<file path="config.mk">
export PLATFORM = sky130hd
export DESIGN_NAME = stm_timer
export DESIGN_NICKNAME = d
export VERILOG_FILES = /design/src/pkg/stm_pkg.sv /design/src/rtl/stm_timer.sv
export SDC_FILE = /design/constraint.sdc
export NUM_CORES = 1
export LEC_CHECK = 0
export BUFFER_PORTS_ARGS = -buffer_cell sky130_fd_sc_hd__buf_4
export CAP_MARGIN = 30
export CORE_MARGIN = 5
export CORE_UTILIZATION = 35
export DETAILED_ROUTE_END_ITERATION = 10
export GPL_TIMING_DRIVEN = 0
export MAX_ROUTING_LAYER = met4
export PLACE_DENSITY_LB_ADDON = 0.2
export SYNTH_ARGS = -nofsm -noshare
export SYNTH_HDL_FRONTEND = slang
export SYNTH_SLANG_ARGS = --single-unit
</file>
<file path="constraint.sdc">
create_clock -name clk_i -period 4.72 [get_ports clk_i]
set_input_delay 0 -clock clk_i [delete_from_list [all_inputs] [get_ports clk_i]]
set_output_delay 0 -clock clk_i [all_outputs]
set_load 0.02 [all_outputs]
</file>
<file path="src/pkg/stm_pkg.sv">
// Package for the 10-bit standard timer: register offsets, fields, modes.
// Assumes a classic Wishbone slave with 32-bit data, one register per word.
package stm_pkg;
  localparam int CNT_W = 10;
  // Register byte offsets
  localparam logic [4:0] OFF_CTRL0 = 5'h00;
  localparam logic [4:0] OFF_CTRL1 = 5'h04;
  localparam logic [4:0] OFF_CNT_LO = 5'h08;
  localparam logic [4:0] OFF_CNT_HI = 5'h0C;
  localparam logic [4:0] OFF_CMP_LO = 5'h10;
  localparam logic [4:0] OFF_CMP_HI = 5'h14;
  localparam logic [4:0] OFF_FLAGS = 5'h18;
  // Control 0 fields
  localparam int C0_PAUSE = 7;
  localparam int C0_CLK_LSB = 4;
  localparam int C0_ON = 3;
  // Control 1 fields
  localparam int C1_MODE_LSB = 6;
  localparam int C1_PIN_LSB = 4;
  localparam int C1_OC = 3;
  localparam int C1_POL = 2;
  localparam int C1_DPX = 1;
  localparam int C1_CCLR = 0;
  localparam logic [7:0] CTRL_RST = 8'h00;
  // Operating modes
  localparam logic [1:0] MODE_CMP = 2'h0;
  localparam logic [1:0] MODE_CAP = 2'h1;
  localparam logic [1:0] MODE_PWM = 2'h2;
  localparam logic [1:0] MODE_TMR = 2'h3;
  // Clock selects
  localparam logic [2:0] CK_SYS4 = 3'h0;
  localparam logic [2:0] CK_SYS = 3'h1;
  localparam logic [2:0] CK_H16 = 3'h2;
  localparam logic [2:0] CK_H64 = 3'h3;
  localparam logic [2:0] CK_EXTR = 3'h6;
  localparam logic [2:0] CK_EXTF = 3'h7;
  localparam logic [5:0] DIV_SYS4 = 6'h03;
  localparam logic [5:0] DIV_H16 = 6'h0F;
  localparam logic [5:0] DIV_H64 = 6'h3F;
  localparam logic [9:0] CNT_MAX = 10'h3FF;
  // Coarse compare at zero means a full period of this many clocks
  localparam logic [10:0] FULL_PERIOD = 11'h400;
endpackage

</file>
<file path="src/rtl/stm_timer.sv">
// 10-bit standard timer with coarse and fine comparators and Wishbone registers.
// Assumes sub and high clocks arrive as enable pulses on clk_i; pins are async.
// Functional notes
// - ten-bit up-counter on selected clock
// - coarse compares bits 9..7, fine all ten
// - on bit rising edge zeroes the counter
// - on bit low stops, counter holds value
// - pause bit freezes counter, clear resumes
// - clock select picks prescaled, sub, external edge
// - coarse period is field times 128, zero 1024
// - coarse field zero clears at overflow
// - mode field selects compare, capture, PWM, timer
// - fine match drives none, low, high, toggle
// - PWM pin field: inactive, active, PWM, pulse
// - capture edge rising, falling, both, disabled
// - on rising restores initial compare output level
// - output control sets initial or active level
// - polarity bit inverts timer output pin
// - duty period bit swaps comparator roles
// - clear select picks fine or coarse clear
// - counter clears on overflow or match, flags
// - complementary pin is inverse of output
// - timer mode leaves output pin undriven
// - clear select high sets no coarse flag except in PWM mode
// - low bytes pass through an 8-bit buffer
//
// Local design decisions: the Wishbone interface to the registers and the register addresses.
`timescale 1ns/1ns
`default_nettype none
module stm_timer (
  input wire logic clk_i,
  input wire logic rst_i,
  input wire logic wb_cyc_i,
  input wire logic wb_stb_i,
  input wire logic wb_we_i,
  input wire logic [4:0] wb_adr_i,
  input wire logic [3:0] wb_sel_i,
  input wire logic [31:0] wb_dat_i,
  output logic [31:0] wb_dat_o,
  output logic wb_ack_o,
  input wire logic high_clk_en_i,
  input wire logic sub_clk_en_i,
  input wire logic external_clock_pin_i,
  input wire logic capture_input_pin_i,
  output logic timer_output_pin_o,
  output logic timer_output_oe_o,
  output logic complementary_output_pin_o,
  output logic fine_match_o,
  output logic coarse_match_o
);

  ////////////////////////////////////////////////////////////////////////////
  // Theory of operation
  //
  // Count clock
  //   Every register runs on clk_i; the count clock is a one-cycle tick.
  //   A free-running prescaler makes the divided system rates.
  //   High-clock rates advance the prescaler only on high-clock pulses,
  //   so the division is counted in high-clock periods, not system cycles.
  //   Sub clock enables are used as ticks directly.
  //   External edges come from the synchronised pin, three cycles late;
  //   an external clock faster than half of clk_i loses edges.
  //
  // Counter
  //   Ten bits, counting up on each tick while on and not paused.
  //   The on bit rising zeroes it; nothing else written by software can.
  //   Switching off or pausing freezes it and every event with it.
  //
  // Comparators
  //   Both matches fire on the tick that leaves the value one below the
  //   compare point, so that a clear gives a period of exactly that many
  //   ticks. A fine value of zero never matches, which keeps the
  //   compare-match output from firing on the overflow wrap.
  //   The coarse field looks only at the top three counter bits, so its
  //   periods are multiples of 128 ticks; zero means the full 1024.
  //
  // Clearing
  //   Compare and timer modes: clear select picks fine or coarse/overflow.
  //   With the fine clear only the fine flag is ever raised.
  //   PWM mode: the duty/period bit picks which comparator ends a period.
  //
  // Output pin
  //   One registered raw level, inverted by the polarity bit on the way
  //   out; the complementary pin is always its inverse.
  //   Compare mode: the on bit rising restores the initial level, and a
  //   match then drives low, high or toggles per the pin field.
  //   PWM mode: forced inactive, forced active, waveform or single pulse.
  //   The waveform is active while the counter is below the duty value,
  //   so a duty at or above the period gives a full active level.
  //   Single pulse: an external rising edge zeroes the counter and starts
  //   one active period, ended by the period clear.
  //   Capture and timer modes release the pin through the enable.
  //
  // Capture
  //   The counter is copied on the selected pin edge and the fine flag is
  //   raised; the counter high byte read returns the captured value then.
  //
  // Register access
  //   Low bytes go through one shared eight-bit buffer: a high-byte read
  //   fills it, a high-byte write empties it into the compare value.
  //   Software must not mix the two sequences, since they share it.
  //   Flags are write-one-to-clear; an event in the same cycle wins.
  //
  // Limitations
  //   Mode and pin function changes are expected only while switched off;
  //   changing them while running gives an undefined waveform for a period.
  //   There is no interrupt output; the match pulses serve instead.

  ////////////////////////////////////////////////////////////////////////////
  // State
  typedef struct packed {
    logic [7:0] ctrl0;
    logic [7:0] ctrl1;
    logic [9:0] cnt;
    logic [9:0] cmp;
    logic [7:0] buf_lo;
    logic [9:0] cap;
    logic [5:0] pre;
    logic on_q;
    logic out_raw;
    logic pulse_run;
    logic fine_flag;
    logic coarse_flag;
    logic fine_p;
    logic coarse_p;
    logic [1:0] ext_s;
    logic ext_q;
    logic [1:0] cap_s;
    logic cap_q;
    logic ack;
    logic [31:0] rdat;
  } stm_state_t;

  stm_state_t s;
  stm_state_t next_s;

  logic tick;
  logic [1:0] mode;
  logic [1:0] pinf;
  logic [2:0] coarse;
  logic coarse_hit;
  logic fine_hit;
  logic overflow;
  logic clr;
  logic running;
  logic ext_rise;
  logic ext_fall;
  logic cap_edge;
  logic cap_hit;
  logic [10:0] period;
  logic [10:0] duty;
  logic on_rise;
  logic wr;
  logic rd;
  logic active_lvl;

  ////////////////////////////////////////////////////////////////////////////
  // Next-state logic
  always_comb begin
    next_s = s;
    // Defaults keep the capture decode free of latches
    cap_edge = 1'b0;
    cap_hit = 1'b0;
    mode = s.ctrl1[stm_pkg::C1_MODE_LSB +: 2];
    pinf = s.ctrl1[stm_pkg::C1_PIN_LSB +: 2];
    coarse = s.ctrl0[2:0];
    active_lvl = s.ctrl1[stm_pkg::C1_OC];
    on_rise = s.ctrl0[stm_pkg::C0_ON] & ~s.on_q;
    running = s.ctrl0[stm_pkg::C0_ON] & ~s.ctrl0[stm_pkg::C0_PAUSE];
    // Synchronisers: first stage only feeds the second
    next_s.ext_s = {s.ext_s[0], external_clock_pin_i};
    next_s.ext_q = s.ext_s[1];
    next_s.cap_s = {s.cap_s[0], capture_input_pin_i};
    next_s.cap_q = s.cap_s[1];
    ext_rise = s.ext_s[1] & ~s.ext_q;
    ext_fall = ~s.ext_s[1] & s.ext_q;
    // Prescaler free-runs so the divided rates stay phase-stable
    next_s.pre = s.pre + 6'h01;
    case (s.ctrl0[stm_pkg::C0_CLK_LSB +: 3])
      stm_pkg::CK_SYS4: tick = (s.pre & stm_pkg::DIV_SYS4) == stm_pkg::DIV_SYS4;
      stm_pkg::CK_SYS: tick = 1'b1;
      stm_pkg::CK_H16: tick = high_clk_en_i & ((s.pre & stm_pkg::DIV_H16) == stm_pkg::DIV_H16);
      stm_pkg::CK_H64: tick = high_clk_en_i & ((s.pre & stm_pkg::DIV_H64) == stm_pkg::DIV_H64);
      stm_pkg::CK_EXTR: tick = ext_rise;
      stm_pkg::CK_EXTF: tick = ext_fall;
      default: tick = sub_clk_en_i;
    endcase
    if (high_clk_en_i == 1'b0 && (s.ctrl0[6:4] == stm_pkg::CK_H16 ||
        s.ctrl0[6:4] == stm_pkg::CK_H64)) begin
      next_s.pre = s.pre; // High-clock dividers count only high-clock pulses
    end
    // Comparators: match when the counter is about to leave the value
    coarse_hit = (coarse != 3'h0) && (s.cnt == {coarse - 3'h1, 7'h7F});
    fine_hit = (s.cnt == s.cmp - 10'h001) && (s.cmp != 10'h000);
    overflow = (s.cnt == stm_pkg::CNT_MAX);
    period = (coarse == 3'h0) ? stm_pkg::FULL_PERIOD : {coarse, 8'h00} >> 1;
    if (s.ctrl1[stm_pkg::C1_DPX]) begin
      duty = period;
      period = {1'b0, s.cmp};
    end else begin
      duty = {1'b0, s.cmp};
    end
    next_s.fine_p = 1'b0;
    next_s.coarse_p = 1'b0;
    clr = 1'b0;
    if (running && tick) begin
      if (mode == stm_pkg::MODE_PWM) begin
        clr = s.ctrl1[stm_pkg::C1_DPX] ? fine_hit : (coarse_hit | (coarse == 3'h0 && overflow));
        next_s.fine_p = fine_hit;
        next_s.coarse_p = coarse_hit;
      end else if (s.ctrl1[stm_pkg::C1_CCLR]) begin
        clr = fine_hit | overflow;
        next_s.fine_p = fine_hit;
      end else begin
        clr = coarse_hit | (coarse == 3'h0 && overflow);
        next_s.fine_p = fine_hit;
        next_s.coarse_p = coarse_hit | (coarse == 3'h0 && overflow);
      end
      next_s.cnt = clr ? 10'h000 : s.cnt + 10'h001;
    end
    if (next_s.fine_p) begin
      next_s.fine_flag = 1'b1;
    end
    if (next_s.coarse_p) begin
      next_s.coarse_flag = 1'b1;
    end
    // Output waveform per mode
    case (mode)
      stm_pkg::MODE_CMP: begin
        if (next_s.fine_p) begin
          case (pinf)
            2'h1: next_s.out_raw = 1'b0;
            2'h2: next_s.out_raw = 1'b1;
            2'h3: next_s.out_raw = ~s.out_raw;
            default: next_s.out_raw = s.out_raw;
          endcase
        end
      end
      stm_pkg::MODE_PWM: begin
        if (running) begin
          case (pinf)
            2'h0: next_s.out_raw = ~active_lvl;
            2'h1: next_s.out_raw = active_lvl;
            2'h2: next_s.out_raw = ({1'b0, next_s.cnt} < duty) ? active_lvl : ~active_lvl;
            default: begin
              // Single pulse: one active period started by an external rising edge
              if (ext_rise && !s.pulse_run) begin
                next_s.pulse_run = 1'b1;
                next_s.cnt = 10'h000;
              end else if (s.pulse_run && tick && clr) begin
                next_s.pulse_run = 1'b0;
              end
              next_s.out_raw = next_s.pulse_run ? active_lvl : ~active_lvl;
            end
          endcase
        end
      end
      stm_pkg::MODE_CAP: begin
        case (pinf)
          2'h0: cap_edge = s.cap_s[1] & ~s.cap_q;
          2'h1: cap_edge = ~s.cap_s[1] & s.cap_q;
          2'h2: cap_edge = s.cap_s[1] ^ s.cap_q;
          default: cap_edge = 1'b0;
        endcase
        if (running && cap_edge) begin
          next_s.cap = s.cnt;
          cap_hit = 1'b1;
          next_s.fine_flag = 1'b1;
        end
      end
      default: begin
        next_s.out_raw = s.out_raw;
      end
    endcase
    if (on_rise) begin
      next_s.cnt = 10'h000;
      next_s.pulse_run = 1'b0;
      if (mode == stm_pkg::MODE_CMP) begin
        next_s.out_raw = active_lvl;
      end
    end
    next_s.on_q = s.ctrl0[stm_pkg::C0_ON];
    // Wishbone slave: one wait state, ack drops the cycle after
    wr = wb_cyc_i & wb_stb_i & ~s.ack & wb_we_i & wb_sel_i[0];
    rd = wb_cyc_i & wb_stb_i & ~s.ack & ~wb_we_i;
    next_s.ack = wb_cyc_i & wb_stb_i & ~s.ack;
    next_s.rdat = 32'h0000_0000;
    if (wr) begin
      case (wb_adr_i)
        stm_pkg::OFF_CTRL0: next_s.ctrl0 = wb_dat_i[7:0];
        stm_pkg::OFF_CTRL1: next_s.ctrl1 = wb_dat_i[7:0];
        stm_pkg::OFF_CMP_LO: next_s.buf_lo = wb_dat_i[7:0];
        stm_pkg::OFF_CMP_HI: next_s.cmp = {wb_dat_i[1:0], s.buf_lo};
        stm_pkg::OFF_FLAGS: begin
          // Write one to clear; a same-cycle event keeps the flag set
          next_s.fine_flag = (s.fine_flag & ~wb_dat_i[0]) | next_s.fine_p | cap_hit;
          next_s.coarse_flag = (s.coarse_flag & ~wb_dat_i[1]) | next_s.coarse_p;
        end
        default: next_s.ack = next_s.ack;
      endcase
    end
    if (rd) begin
      case (wb_adr_i)
        stm_pkg::OFF_CTRL0: next_s.rdat = {24'h000000, s.ctrl0};
        stm_pkg::OFF_CTRL1: next_s.rdat = {24'h000000, s.ctrl1};
        stm_pkg::OFF_CNT_LO: next_s.rdat = {24'h000000, s.buf_lo};
        stm_pkg::OFF_CNT_HI: begin
          next_s.rdat = {30'h00000000, mode == stm_pkg::MODE_CAP ? s.cap[9:8] : s.cnt[9:8]};
          next_s.buf_lo = (mode == stm_pkg::MODE_CAP) ? s.cap[7:0] : s.cnt[7:0];
        end
        stm_pkg::OFF_CMP_LO: next_s.rdat = {24'h000000, s.buf_lo};
        stm_pkg::OFF_CMP_HI: begin
          next_s.rdat = {30'h00000000, s.cmp[9:8]};
          next_s.buf_lo = s.cmp[7:0];
        end
        stm_pkg::OFF_FLAGS: next_s.rdat = {30'h00000000, s.coarse_flag, s.fine_flag};
        default: next_s.rdat = 32'h0000_0000;
      endcase
    end
  end

  ////////////////////////////////////////////////////////////////////////////
  // State register
  always_ff @(posedge clk_i) begin
    if (rst_i) begin
      s <= '0;
    end else begin
      s <= next_s;
    end
  end

  ////////////////////////////////////////////////////////////////////////////
  // Outputs; pin is released in timer/counter and capture modes
  assign timer_output_pin_o = s.out_raw ^ s.ctrl1[stm_pkg::C1_POL];
  assign complementary_output_pin_o = ~timer_output_pin_o;
  assign timer_output_oe_o = (mode == stm_pkg::MODE_CMP) || (mode == stm_pkg::MODE_PWM);
  assign fine_match_o = s.fine_p;
  assign coarse_match_o = s.coarse_p;
  assign wb_ack_o = s.ack;
  assign wb_dat_o = s.rdat;

endmodule
`default_nettype wire

</file>
==> results.py, run 1 <==
metrics = {
    "hold_path": {
        "min_path_cells": 3,
        "min_path_type": "input port to register",
        "hp-start": "wb_stb_i",
        "hold_path_end": "wb_ack_o",
    },
    "worst_setup_path": {
        "regToRegSetupSlack_ns": 0.13,
        "path_class": "register to register",
        "crit_fanout": 7,
        "r2r_start": "s[70]",
        "crit_arrival_ns": 4.83,
        "cp.required_ns": 4.95,
        "r2r-end": "s[44]",
        "ff2ff_path_depth": 21,
        "start_kind": "register",
        "end_kind": "register",
    },
    "sta": {
        "fin_crit_sh_pct": 97.3,
        "worst_slew_pin_slew_ns": 0.929,
        "fin_skew_ns": 0.00786,
        "hold_viol": 0,
        "hold_ws_ns": 0.0361,
        "finalSetupViolCount": 0,
        "final_max_slew_viol_count": 0,
        "fmax_mhz": 218,
        "relSlewSlack_pct": 37.7,
        "setup-tns-final_ns": 0,
        "finalCriticalPeriod_ns": 4.59,
    },
    "clock_tree": {
        "cts_max_path_buffers": 2,
        "cts_tree": "built",
        "h-tree-depth": 3,
        "cts.sinks": 82,
        "clock-root-buffer": "clkbuf_16",
        "clock_latency_ns": 0.35,
        "numCtsBuffers": 9,
        "clk_pin_slew_ns": 0.07,
    },
    "route": {
        "drc": 0,
        "wl_per_cell_microns": 16.9,
        "firstDrtPassIters": 6,
        "vias": 4482,
        "ant_nets": 0,
        "wirelength_microns": 14600,
        "dr.first_iter.drc_count": 478,
        "via_per_inst": 5.21,
    },
    "placed_design": {
        "routabilityCongestion": 0.858,
        "port_buffers": 36,
        "hpwl_microns": 10600,
        "dpl.cell_count": 829,
    },
    "synthesis": {
        "yosysMostFrequentCell": "dfxtp_1",
        "synth_common_cells": "dfxtp_1, nor2_1, mux2i_1, nand2_1",
        "synthTopCellsByArea": "dfxtp_1, mux2i_1, nor2_1",
        "netlist.area_leader.share_pct": 33.9,
        "synth.distinct_cells": 60,
        "synth_edf_count": 0,
        "ys_ff_latch": 82,
        "synth_area_leader_cell": "dfxtp_1",
        "postSynth.asyncResetShare_pct": 0,
        "avgSynthCellArea_sq_um": 8.24,
        "ys_seq_area_share_pct": 33.9,
        "synthFlopType": "dfxtp_1",
        "syn-cell-area_sq_mm": 0.00484,
        "netlist_instances": 587,
        "yosysWarnings": 0,
    },
    "grt": {
        "track_usage_pct": 18.2,
        "met1_usage_pct": 24.8,
        "gr-total-overflow": 0,
        "grtUsageMet2_pct": 27.6,
        "grt_first_pass_wirelength_microns": 22600,
        "antenna_found_initial": 0,
        "grt_pass1_vias": 4161,
        "grt_max_degree": 15,
        "grt.met3_usage_pct": 2.34,
        "grt-busiest-layer": "met2",
    },
    "power_and_ir_drop": {
        "power_mw": 1.49,
        "swShare_pct": 24.4,
        "clkPwrFrac_pct": 46.3,
        "internal_power_mw": 1.13,
        "p_switching_mw": 0.363,
        "seq_power_share_pct": 47.0,
        "pwr-share-comb_pct": 6.7,
        "ir_drop_mv": 0.168,
        "p_leak_nw": 2.29,
        "power_density_mw_per_mm2": 250,
    },
    "job": {
        "max_cap_violations": 0,
    },
    "outcome": {
        "outcome": "completed",
    },
    "layout": {
        "fin_nets": 742,
        "final_cells": 861,
        "area_delta_synth_final_pct": 23.2,
        "drive_gt1_share_pct": 19.8,
        "fillers": 1349,
        "n_antenna_cell": 0,
    },
    "die": {
        "rows": 43,
        "die_h_microns": 128,
        "fp.coreArea_sq_mm": 0.0137,
        "ioPinCount": 88,
        "dieArea_sq_mm": 0.0163,
        "initial_core_util_pct": 35.3,
        "die_x_microns": 128,
    },
}
[worst max-delay path: stages, from the launching register on]
cell and delay, ns:
dfxtp_1 0.32, buf_6 0.15, clkinvlp_4 0.13, ha_4 0.20
o21ba_1 0.17, a221o_1 0.35, a32oi_1 0.19, o21ai_2 0.13
o31ai_2 0.24, and2_4 0.23, nor2_2 0.08, a22o_1 0.31
ha_1 0.20, a21o_1 0.17, a21o_1 0.18, a21oi_2 0.13
o21ai_1 0.08, a21oi_1 0.15, a21oi_1 0.08, or3_1 0.38
a211o_1 0.30, a211o_1 0.29
[layout make-up]
class | count | area (sq um) | area share, %
sequential | 82 | 1640 | 27.6
clock inverter | 5 | 37.5 | 0.630
buffer | 66 | 402 | 6.74
clock buffer | 11 | 253 | 4.24
multi-input combinational | 441 | 2880 | 48.3
tap | 180 | 225 | 3.78
timing repair buffer | 57 | 443 | 7.43
inverter | 19 | 75.1 | 1.26
[logic make-up after synthesis]
| kind of cell | count (synthesis) | share of synthesized area, % |
|---|---|---|
| AOI/OAI and AO/OA | 113 | 15.5 |
| xor gates and xnor gates | 25 | 4.53 |
| adders and majority gates | 16 | 4.14 |
| buffers and inverters | 87 | 9.93 |
| DFF | 82 | 33.9 |
| muxes | 46 | 9.52 |
| other | 1 | 0.0775 |
| and+or+nand+nor | 217 | 22.3 |
[repair_timing]
action	CTS	global route
buffers inserted	2	5
endpoints found under the setup margin	1	1
pin swaps	6	14
resized for setup	12	12
endpoints found under the hold margin	26	0
hold buffers	10	0
[per-layer routing]
layer | share of wire [%] | vias to the layer above | routed length (microns)
met5 | 0 | - | 0
met4 | 2.3 | 0 | 333
met3 | 6.3 | 27 | 924
met2 | 46 | 170 | 6690
met1 | 45 | 2104 | 6630
li1 | - | 2181 | -
[worst max path at each step]
stage | start | end | slack [ns]
5_1_grt | s[70] | s[44] | -0.04
3_5_place_dp | s[71] | s[44] | -0.62
2_1_floorplan | s[71] | s[44] | 0.24
4_1_cts | s[70] | s[44] | 0.04
3_3_place_gp | s[71] | s[44] | -0.56
6_report | s[70] | s[44] | 0.13
[state kept, by name, indices dropped and copies added (netlist names), 2 cells and up]
register	flops
wb_dat_o	8
s	58
mode	2
next_s	5
pinf	2
coarse	3
[metrics by stage]
stage | setup WS [ns] | area (sq um) | utilization [%]
finish | 0.125 | 5960 | 43.4
global route | -0.0412 | 5960 | 43.4
CTS | 0.0417 | 5850 | 42.6
detailed placement | -0.616 | 5430 | 39.6
global placement | -0.561 | 5420 | 39.5
floorplan | 0.236 | 4920 | -
[power by group through the flow]
stage | registers, mW | logic (mW) | clock network (mW)
final | 0.700 | 0.0999 | 0.689
after global routing | 0.700 | 0.108 | 0.727
after CTS | 0.700 | 0.0973 | 0.700
after detailed placement | 0.716 | 0.0906 | 0
after global placement | 0.715 | 0.0884 | 0
after floorplan | 0.715 | 0.0583 | 0
[cell usage in the layout, fill, tap and decap left out, drive strengths merged, types with 3 or more instances in the layout]
| master | count |
|---|---|
| a21oi | 34 |
| or3 | 4 |
| nand4 | 10 |
| inv | 18 |
| a222oi | 6 |
| o211ai | 4 |
| clkinvlp | 3 |
| a22o | 5 |
| ha | 16 |
| a2111oi | 3 |
| nor3 | 12 |
| conb | 24 |
| dfxtp | 82 |
| xnor2 | 14 |
| nand2b | 6 |
| mux2i | 46 |
| clkbuf | 30 |
| a22oi | 4 |
| a31oi | 7 |
| o22ai | 8 |
| or2 | 5 |
| o31ai | 4 |
| clkinv | 3 |
| a211o | 4 |
| and3 | 8 |
| nand3 | 11 |
| dlygate4sd3 | 10 |
| nor2b | 22 |
| o21ai | 19 |
| xor2 | 11 |
| buf | 94 |
| nand2 | 46 |
| a21o | 3 |
| nor2 | 80 |
(Power assumes the default switching activity.)
==> inputs of run 2 (changes only) <==
Settings changed: ABC_AREA set to 1, CORE_ASPECT_RATIO set to 0.6.
==> run 2 against run 1 <==
Against the previous run:
- sequential share of layout area rose by 0.99 points
- count of clock-buffer cells in the layout down 2
- sequential cell count unchanged
- global-route usage increased by 0.99 points
- critical endpoint unchanged
- final cell count up 10%
==> results.py, run 2 <==
metrics = {
    "outcome": {
        "outcome": "completed",
    },
    "synthesis": {
        "ys_ff_latch": 82,
        "synthFlopType": "dfxtp_1",
        "netlist_instances": 688,
        "synthTopCellsByArea": "dfxtp_1, nand2_1, inv_1",
        "netlist.area_leader.share_pct": 34.6,
        "avgSynthCellArea_sq_um": 6.91,
        "yosysMostFrequentCell": "nand2_1",
        "postSynth.asyncResetShare_pct": 0,
        "synth.distinct_cells": 44,
        "synth_area_leader_cell": "dfxtp_1",
        "ys_seq_area_share_pct": 34.6,
        "syn-cell-area_sq_mm": 0.00475,
        "yosysWarnings": 0,
        "synth_edf_count": 0,
        "synth_common_cells": "nand2_1, inv_1, dfxtp_1",
    },
    "worst_setup_path": {
        "worst_path_max_delay_cell": "dfxtp_1",
        "cp-startpoint": "s[70]",
        "start_kind": "register",
        "cp_top_family": "simple AND/OR/NAND/NOR gates",
        "cp.depth": 29,
        "worstSetupEndpoint": "s[44]",
        "end_kind": "register",
        "path_class": "register to register",
        "r2r_start": "s[70]",
        "crit_arrival_ns": 4.28,
        "regToRegSetupSlack_ns": 0.67,
        "crit_buf_inv": 3,
        "r2r-end": "s[44]",
        "ff2ff_path_depth": 29,
        "cp.required_ns": 4.95,
        "crit_fanout": 10,
        "crit_path_max_incr_delay_ns": 0.46,
        "path_common_cell": "nand2_1",
    },
    "layout": {
        "n_antenna_cell": 0,
        "largest_reg_flops": 58,
        "area_delta_synth_final_pct": 21.0,
        "fin_nets": 835,
        "final_area_sq_mm": 0.00575,
        "drive_gt1_share_pct": 15.0,
        "final_cell_mix": "nand2_1, inv_1, dfxtp_1",
        "postLayoutCoreUtil_pct": 42.7,
        "layout_commonest_cell": "nand2_1",
        "fillers": 1435,
        "largest-register": "s",
    },
    "route": {
        "firstDrtPassIters": 5,
        "dr.first_iter.drc_count": 394,
        "wirelength_microns": 15100,
        "vias": 4840,
        "wl_per_cell_microns": 15.9,
        "via_per_inst": 5.10,
        "ant_nets": 0,
        "drc": 0,
    },
    "power_and_ir_drop": {
        "p_leak_nw": 2.58,
        "ir_drop_mv": 0.168,
        "power_mw": 1.56,
        "power_density_mw_per_mm2": 271,
    },
    "sta": {
        "setup-tns-final_ns": 0,
        "finalSetupViolCount": 0,
        "final_max_slew_viol_count": 0,
        "fin_skew_ns": 0.00732,
        "rsz0062_at_grt": "no",
        "relSlewSlack_pct": 47.1,
        "fmax_mhz": 247,
        "worst_slew_pin_slew_ns": 0.790,
        "finalCriticalPeriod_ns": 4.05,
        "fin_crit_sh_pct": 85.8,
        "hold_viol": 0,
    },
    "clock_tree": {
        "clock-root-buffer": "clkbuf_16",
        "cts_max_path_buffers": 2,
        "cts.sinks": 82,
        "cts_resized": 0,
        "clock_latency_ns": 0.35,
        "clk_pin_slew_ns": 0.07,
        "cts_setup_buffers": 0,
        "numCtsBuffers": 9,
        "h-tree-depth": 3,
        "cts_tree": "built",
    },
    "die": {
        "ioPinCount": 88,
        "fp.coreArea_sq_mm": 0.0135,
        "rows": 33,
        "die_x_microns": 160,
        "die_h_microns": 100,
        "dieArea_sq_mm": 0.0161,
        "initial_core_util_pct": 35.3,
    },
    "job": {
        "max_cap_violations": 0,
    },
    "hold_path": {
        "min_path_type": "input port to register",
    },
    "placed_design": {
        "dpl_cell_area_sq_mm": 0.00532,
        "port_buffers": 35,
        "routabilityCongestion": 0.941,
        "hpwl_microns": 12000,
    },
    "grt": {
        "track_usage_pct": 19.2,
        "grt_max_degree": 17,
        "gr-total-overflow": 0,
        "grt_first_pass_wirelength_microns": 23500,
        "grt_pass1_vias": 4391,
        "antenna_found_initial": 0,
    },
}
run 2: changes by cell type after synthesis, sizes merged, moves of 11 or more:
cell   delta
buf      -11
o21ai    +44
nand3    +16
nor2b    -22
nand2    +80
mux2i    -46
a21oi    +22
inv      +78
run 2: worst register-to-register path: cells and delay by family, from the launching register on:
family	cells	cell delay (ns)
adder cells (fa/ha/maj)	2	0.65
XOR/XNOR	1	0.14
AND/OR/NAND/NOR	19	1.47
AO/OA/AOI/OAI	4	0.62
buffers and inverters	3	0.59
flip-flops	1	0.46
run 2: logic make-up (layout without fill, tap and decap cells):
group | after synthesis | in the layout | share of synthesized area [%]
buffers and inverters | 149 | 212 | 14.8
xor gates and xnor gates | 17 | 17 | 3.13
adders and majority gates | 16 | 16 | 4.21
other | 1 | 24 | 0.0789
and+or+nand+nor | 267 | 267 | 24.8
AOI/OAI and AO/OA | 156 | 156 | 18.4
DFF | 82 | 82 | 34.6
run 2: where the power goes:
group          switching (mW)  internal (mW)  total (mW)  leakage, nW
Clock                   0.328          0.420       0.748        0.142
Sequential            0.00400          0.697       0.701        0.662
Combinational          0.0623         0.0439       0.106         1.77
run 2: worst min path at each step:
stage / slack (ns) / endpoint / start / cells after the start
finish: 0.04 / s[63] / wb_we_i / 4
global route: 0.07 / s[63] / wb_we_i / 4
CTS: 0.04 / wb_dat_o[1] / wb_we_i / 4
detailed placement: 0.21 / next_s[35] / capture_input_pin_i / 3
global placement: 0.20 / next_s[35] / capture_input_pin_i / 3
floorplan: 0.11 / next_s[35] / capture_input_pin_i / 2
run 2: repair_timing:
item	in CTS	in global routing
endpoints found under the hold margin	14	0
hold buffers	12	0
endpoints found under the setup margin	0	0
run 2: per-layer routing:
metal	up-vias	GRT usage, %	routed length (microns)
met5	-	-	0
met2	236	24.5	5720
met1	2227	29.0	7470
li1	2354	-	-
met3	23	5.25	1680
met4	0	5.29	259
run 2: final cells by class:
class	instances	area, sq um	area share (%)
repair buffers	47	383	6.66
multi-input cells	480	2490	43.4
well taps	175	219	3.81
plain buffers	51	335	5.83
clock inverters	7	83.8	1.46
clock buffers	9	225	3.92
inverters	98	368	6.40
flip-flops and latches	82	1640	28.6
run 2: per-stage QoR:
stage / worst slack, ns / cells / hold slack [ns]
finish: 0.671 / 949 / 0.0373
floorplan: 1.37 / 711 / 0.107
global route: 0.215 / 949 / 0.0729
detailed placement: 0.729 / 921 / 0.208
global placement: 0.851 / 921 / 0.199
CTS: 0.703 / 949 / 0.0381
==> inputs of run 3 (changes only) <==
Clock period 4.72 ns to 3.7 ns, I/O delays scaled along.
==> run 3 against run 2 <==
Against the previous run:
- via count rose by 0.83%
- first-iteration DRC count rose by 7.6%
- worst setup slack got worse by 0.54 ns
- sequential power rose by 27%
- hold slack improved by 0.0039 ns
- routed wire length rose by 2.0%
- count of clock-buffer cells in the layout did not move
- non-clock buffer count rose by 13
==> results.py, run 3 (synthesized netlist as in run 2, its figures left out) <==
metrics = {
    "hold_path": {
        "hold_path_end": "s[63]",
        "min_path_type": "input port to register",
        "min_path_cells": 4,
        "hp-start": "wb_we_i",
    },
    "sta": {
        "final_max_slew_viol_count": 0,
        "worst_slew_pin_slew_ns": 0.800,
        "relSlewSlack_pct": 46.5,
        "setup-tns-final_ns": 0,
        "finalCriticalPeriod_ns": 3.57,
        "fin_crit_sh_pct": 96.5,
        "finalSetupViolCount": 0,
        "hold_ws_ns": 0.0412,
        "fin_skew_ns": 0.00623,
        "fmax_mhz": 280,
        "rsz0062_at_grt": "yes",
        "hold_viol": 0,
    },
    "worst_setup_path": {
        "worst_path_max_delay_cell": "dfxtp_2",
        "regToRegSetupSlack_ns": 0.13,
        "r2r_start": "coarse[0]",
        "ff2ff_path_depth": 27,
        "path_class": "register to register",
        "cp.depth": 27,
        "cp.required_ns": 3.93,
        "start_kind": "register",
        "end_kind": "register",
        "cp_top_family": "simple AND/OR/NAND/NOR gates",
        "crit_path_max_incr_delay_ns": 0.35,
        "r2r-end": "s[44]",
        "crit_arrival_ns": 3.80,
        "path_common_cell": "nand2_2",
        "crit_fanout": 5,
        "crit_buf_inv": 3,
    },
    "grt": {
        "track_usage_pct": 19.3,
        "gr-total-overflow": 0,
        "grt_first_pass_wirelength_microns": 23700,
        "grt_max_degree": 17,
        "grt_pass1_vias": 4414,
        "antenna_found_initial": 0,
    },
    "die": {
        "fp.coreArea_sq_mm": 0.0135,
        "rows": 33,
        "initial_core_util_pct": 35.3,
        "die_x_microns": 160,
        "dieArea_sq_mm": 0.0161,
        "die_h_microns": 100,
        "ioPinCount": 88,
    },
    "job": {
        "max_cap_violations": 0,
    },
    "clock_tree": {
        "clk_pin_slew_ns": 0.07,
        "cts_max_path_buffers": 2,
        "h-tree-depth": 3,
        "cts.sinks": 82,
        "clock-root-buffer": "clkbuf_16",
        "clock_latency_ns": 0.35,
        "cts_tree": "built",
        "numCtsBuffers": 9,
    },
    "route": {
        "vias": 4880,
        "drc": 0,
        "wl_per_cell_microns": 16.0,
        "ant_nets": 0,
        "via_per_inst": 5.07,
        "wirelength_microns": 15400,
        "firstDrtPassIters": 5,
        "dr.first_iter.drc_count": 424,
    },
    "power_and_ir_drop": {
        "ir_drop_mv": 0.206,
        "power_mw": 1.98,
        "p_leak_nw": 2.66,
        "power_density_mw_per_mm2": 331,
    },
    "placed_design": {
        "routabilityCongestion": 0.941,
        "dpl.cell_count": 921,
        "hpwl_microns": 12000,
        "port_buffers": 35,
    },
    "layout": {
        "fin_nets": 848,
        "final_cells": 962,
        "n_antenna_cell": 0,
        "area_delta_synth_final_pct": 25.7,
        "largest_reg_flops": 58,
        "final_cell_mix": "nand2_1, inv_1, buf_4",
        "largest-register": "s",
        "layout_commonest_cell": "nand2_1",
        "drive_gt1_share_pct": 19.3,
        "fillers": 1422,
    },
    "outcome": {
        "outcome": "completed",
    },
}
-- run 3: cell types whose count changed in the layout (fill, tap and decap cells not counted), moves of 2 or more --
cell     before  now
buf_4        69   81
dfxtp_1      82   76
dfxtp_2       0    3
dfxtp_4       0    3
ha_1         16   12
ha_4          0    4
inv_1        90   87
nor2_1       79   77
-- run 3: how the worst max path moves through the flow --
| stage | startpoint | endpoint | slack, ns |
|---|---|---|---|
| after CTS | s[46] | s[44] | 0.03 |
| after global placement | s[70] | s[44] | -0.17 |
| after detailed placement | s[70] | s[44] | -0.29 |
| after global routing | s[81] | s[44] | -0.04 |
| after floorplan | coarse[0] | s[44] | 0.35 |
| final | coarse[0] | s[44] | 0.13 |
-- run 3: timing repair --
action	in CTS	in global routing
cloned	0	1
setup buffers	1	12
endpoints found under the setup margin	1	1
gates resized for setup	2	31
hold buffers	12	0
pin swaps	0	16
hold endpoints to repair	14	0
-- run 3: layout make-up --
type	count	area [sq um]	share of cell area, %
clock buffer	9	225	3.77
clock inverter	7	83.8	1.40
sequential	82	1660	27.7
multi-input combinational	480	2590	43.3
inverter	98	379	6.35
buffer	50	332	5.55
timing repair buffer	61	489	8.19
tap	175	219	3.67
-- run 3: worst register-to-register path, cell delays in order, from the launching register on --
cell and delay, ns:
dfxtp_2 0.35, inv_4 0.05, ha_4 0.16, ha_4 0.23, or2_0 0.19, and3_1 0.15
nand4_2 0.10, nand2_2 0.08, o21ai_2 0.15, inv_2 0.05, nand2_2 0.05, nand3_2 0.08
nand2_4 0.13, clkinvlp_4 0.15, nor2_4 0.15, ha_4 0.21, a21oi_2 0.12, nor2_1 0.06
a211oi_2 0.26, o221ai_2 0.15, nor2_1 0.12, nand2_1 0.07, nand2_2 0.08, nand2_2 0.04
nand2_1 0.05, nand3_1 0.06, nand2_1 0.10, a21oi_2 0.05
-- run 3: per-layer routing --
metal / share of wire (%) / track usage, % / vias to the layer above
met4: 1.8 / 5.35 / 0
met1: 50 / 29.1 / 2264
met2: 38 / 24.8 / 211
met3: 10 / 5.25 / 27
met5: 0 / - / -
li1: - / - / 2378
-- run 3: report_power, final --
part	switching (mW)	internal [mW]
sequential	0.00514	0.888
clock	0.412	0.535
combinational	0.0797	0.0565
total	0.497	1.48
-- run 3: stage by stage --
step	util, %	setup WS, ns	instance area (sq um)
2_1_floorplan	-	0.353	4840
3_3_place_gp	39.5	-0.169	5320
3_5_place_dp	39.5	-0.291	5320
4_1_cts	42.8	0.0312	5760
5_1_grt	44.4	-0.0439	5970
6_report	44.4	0.129	5970
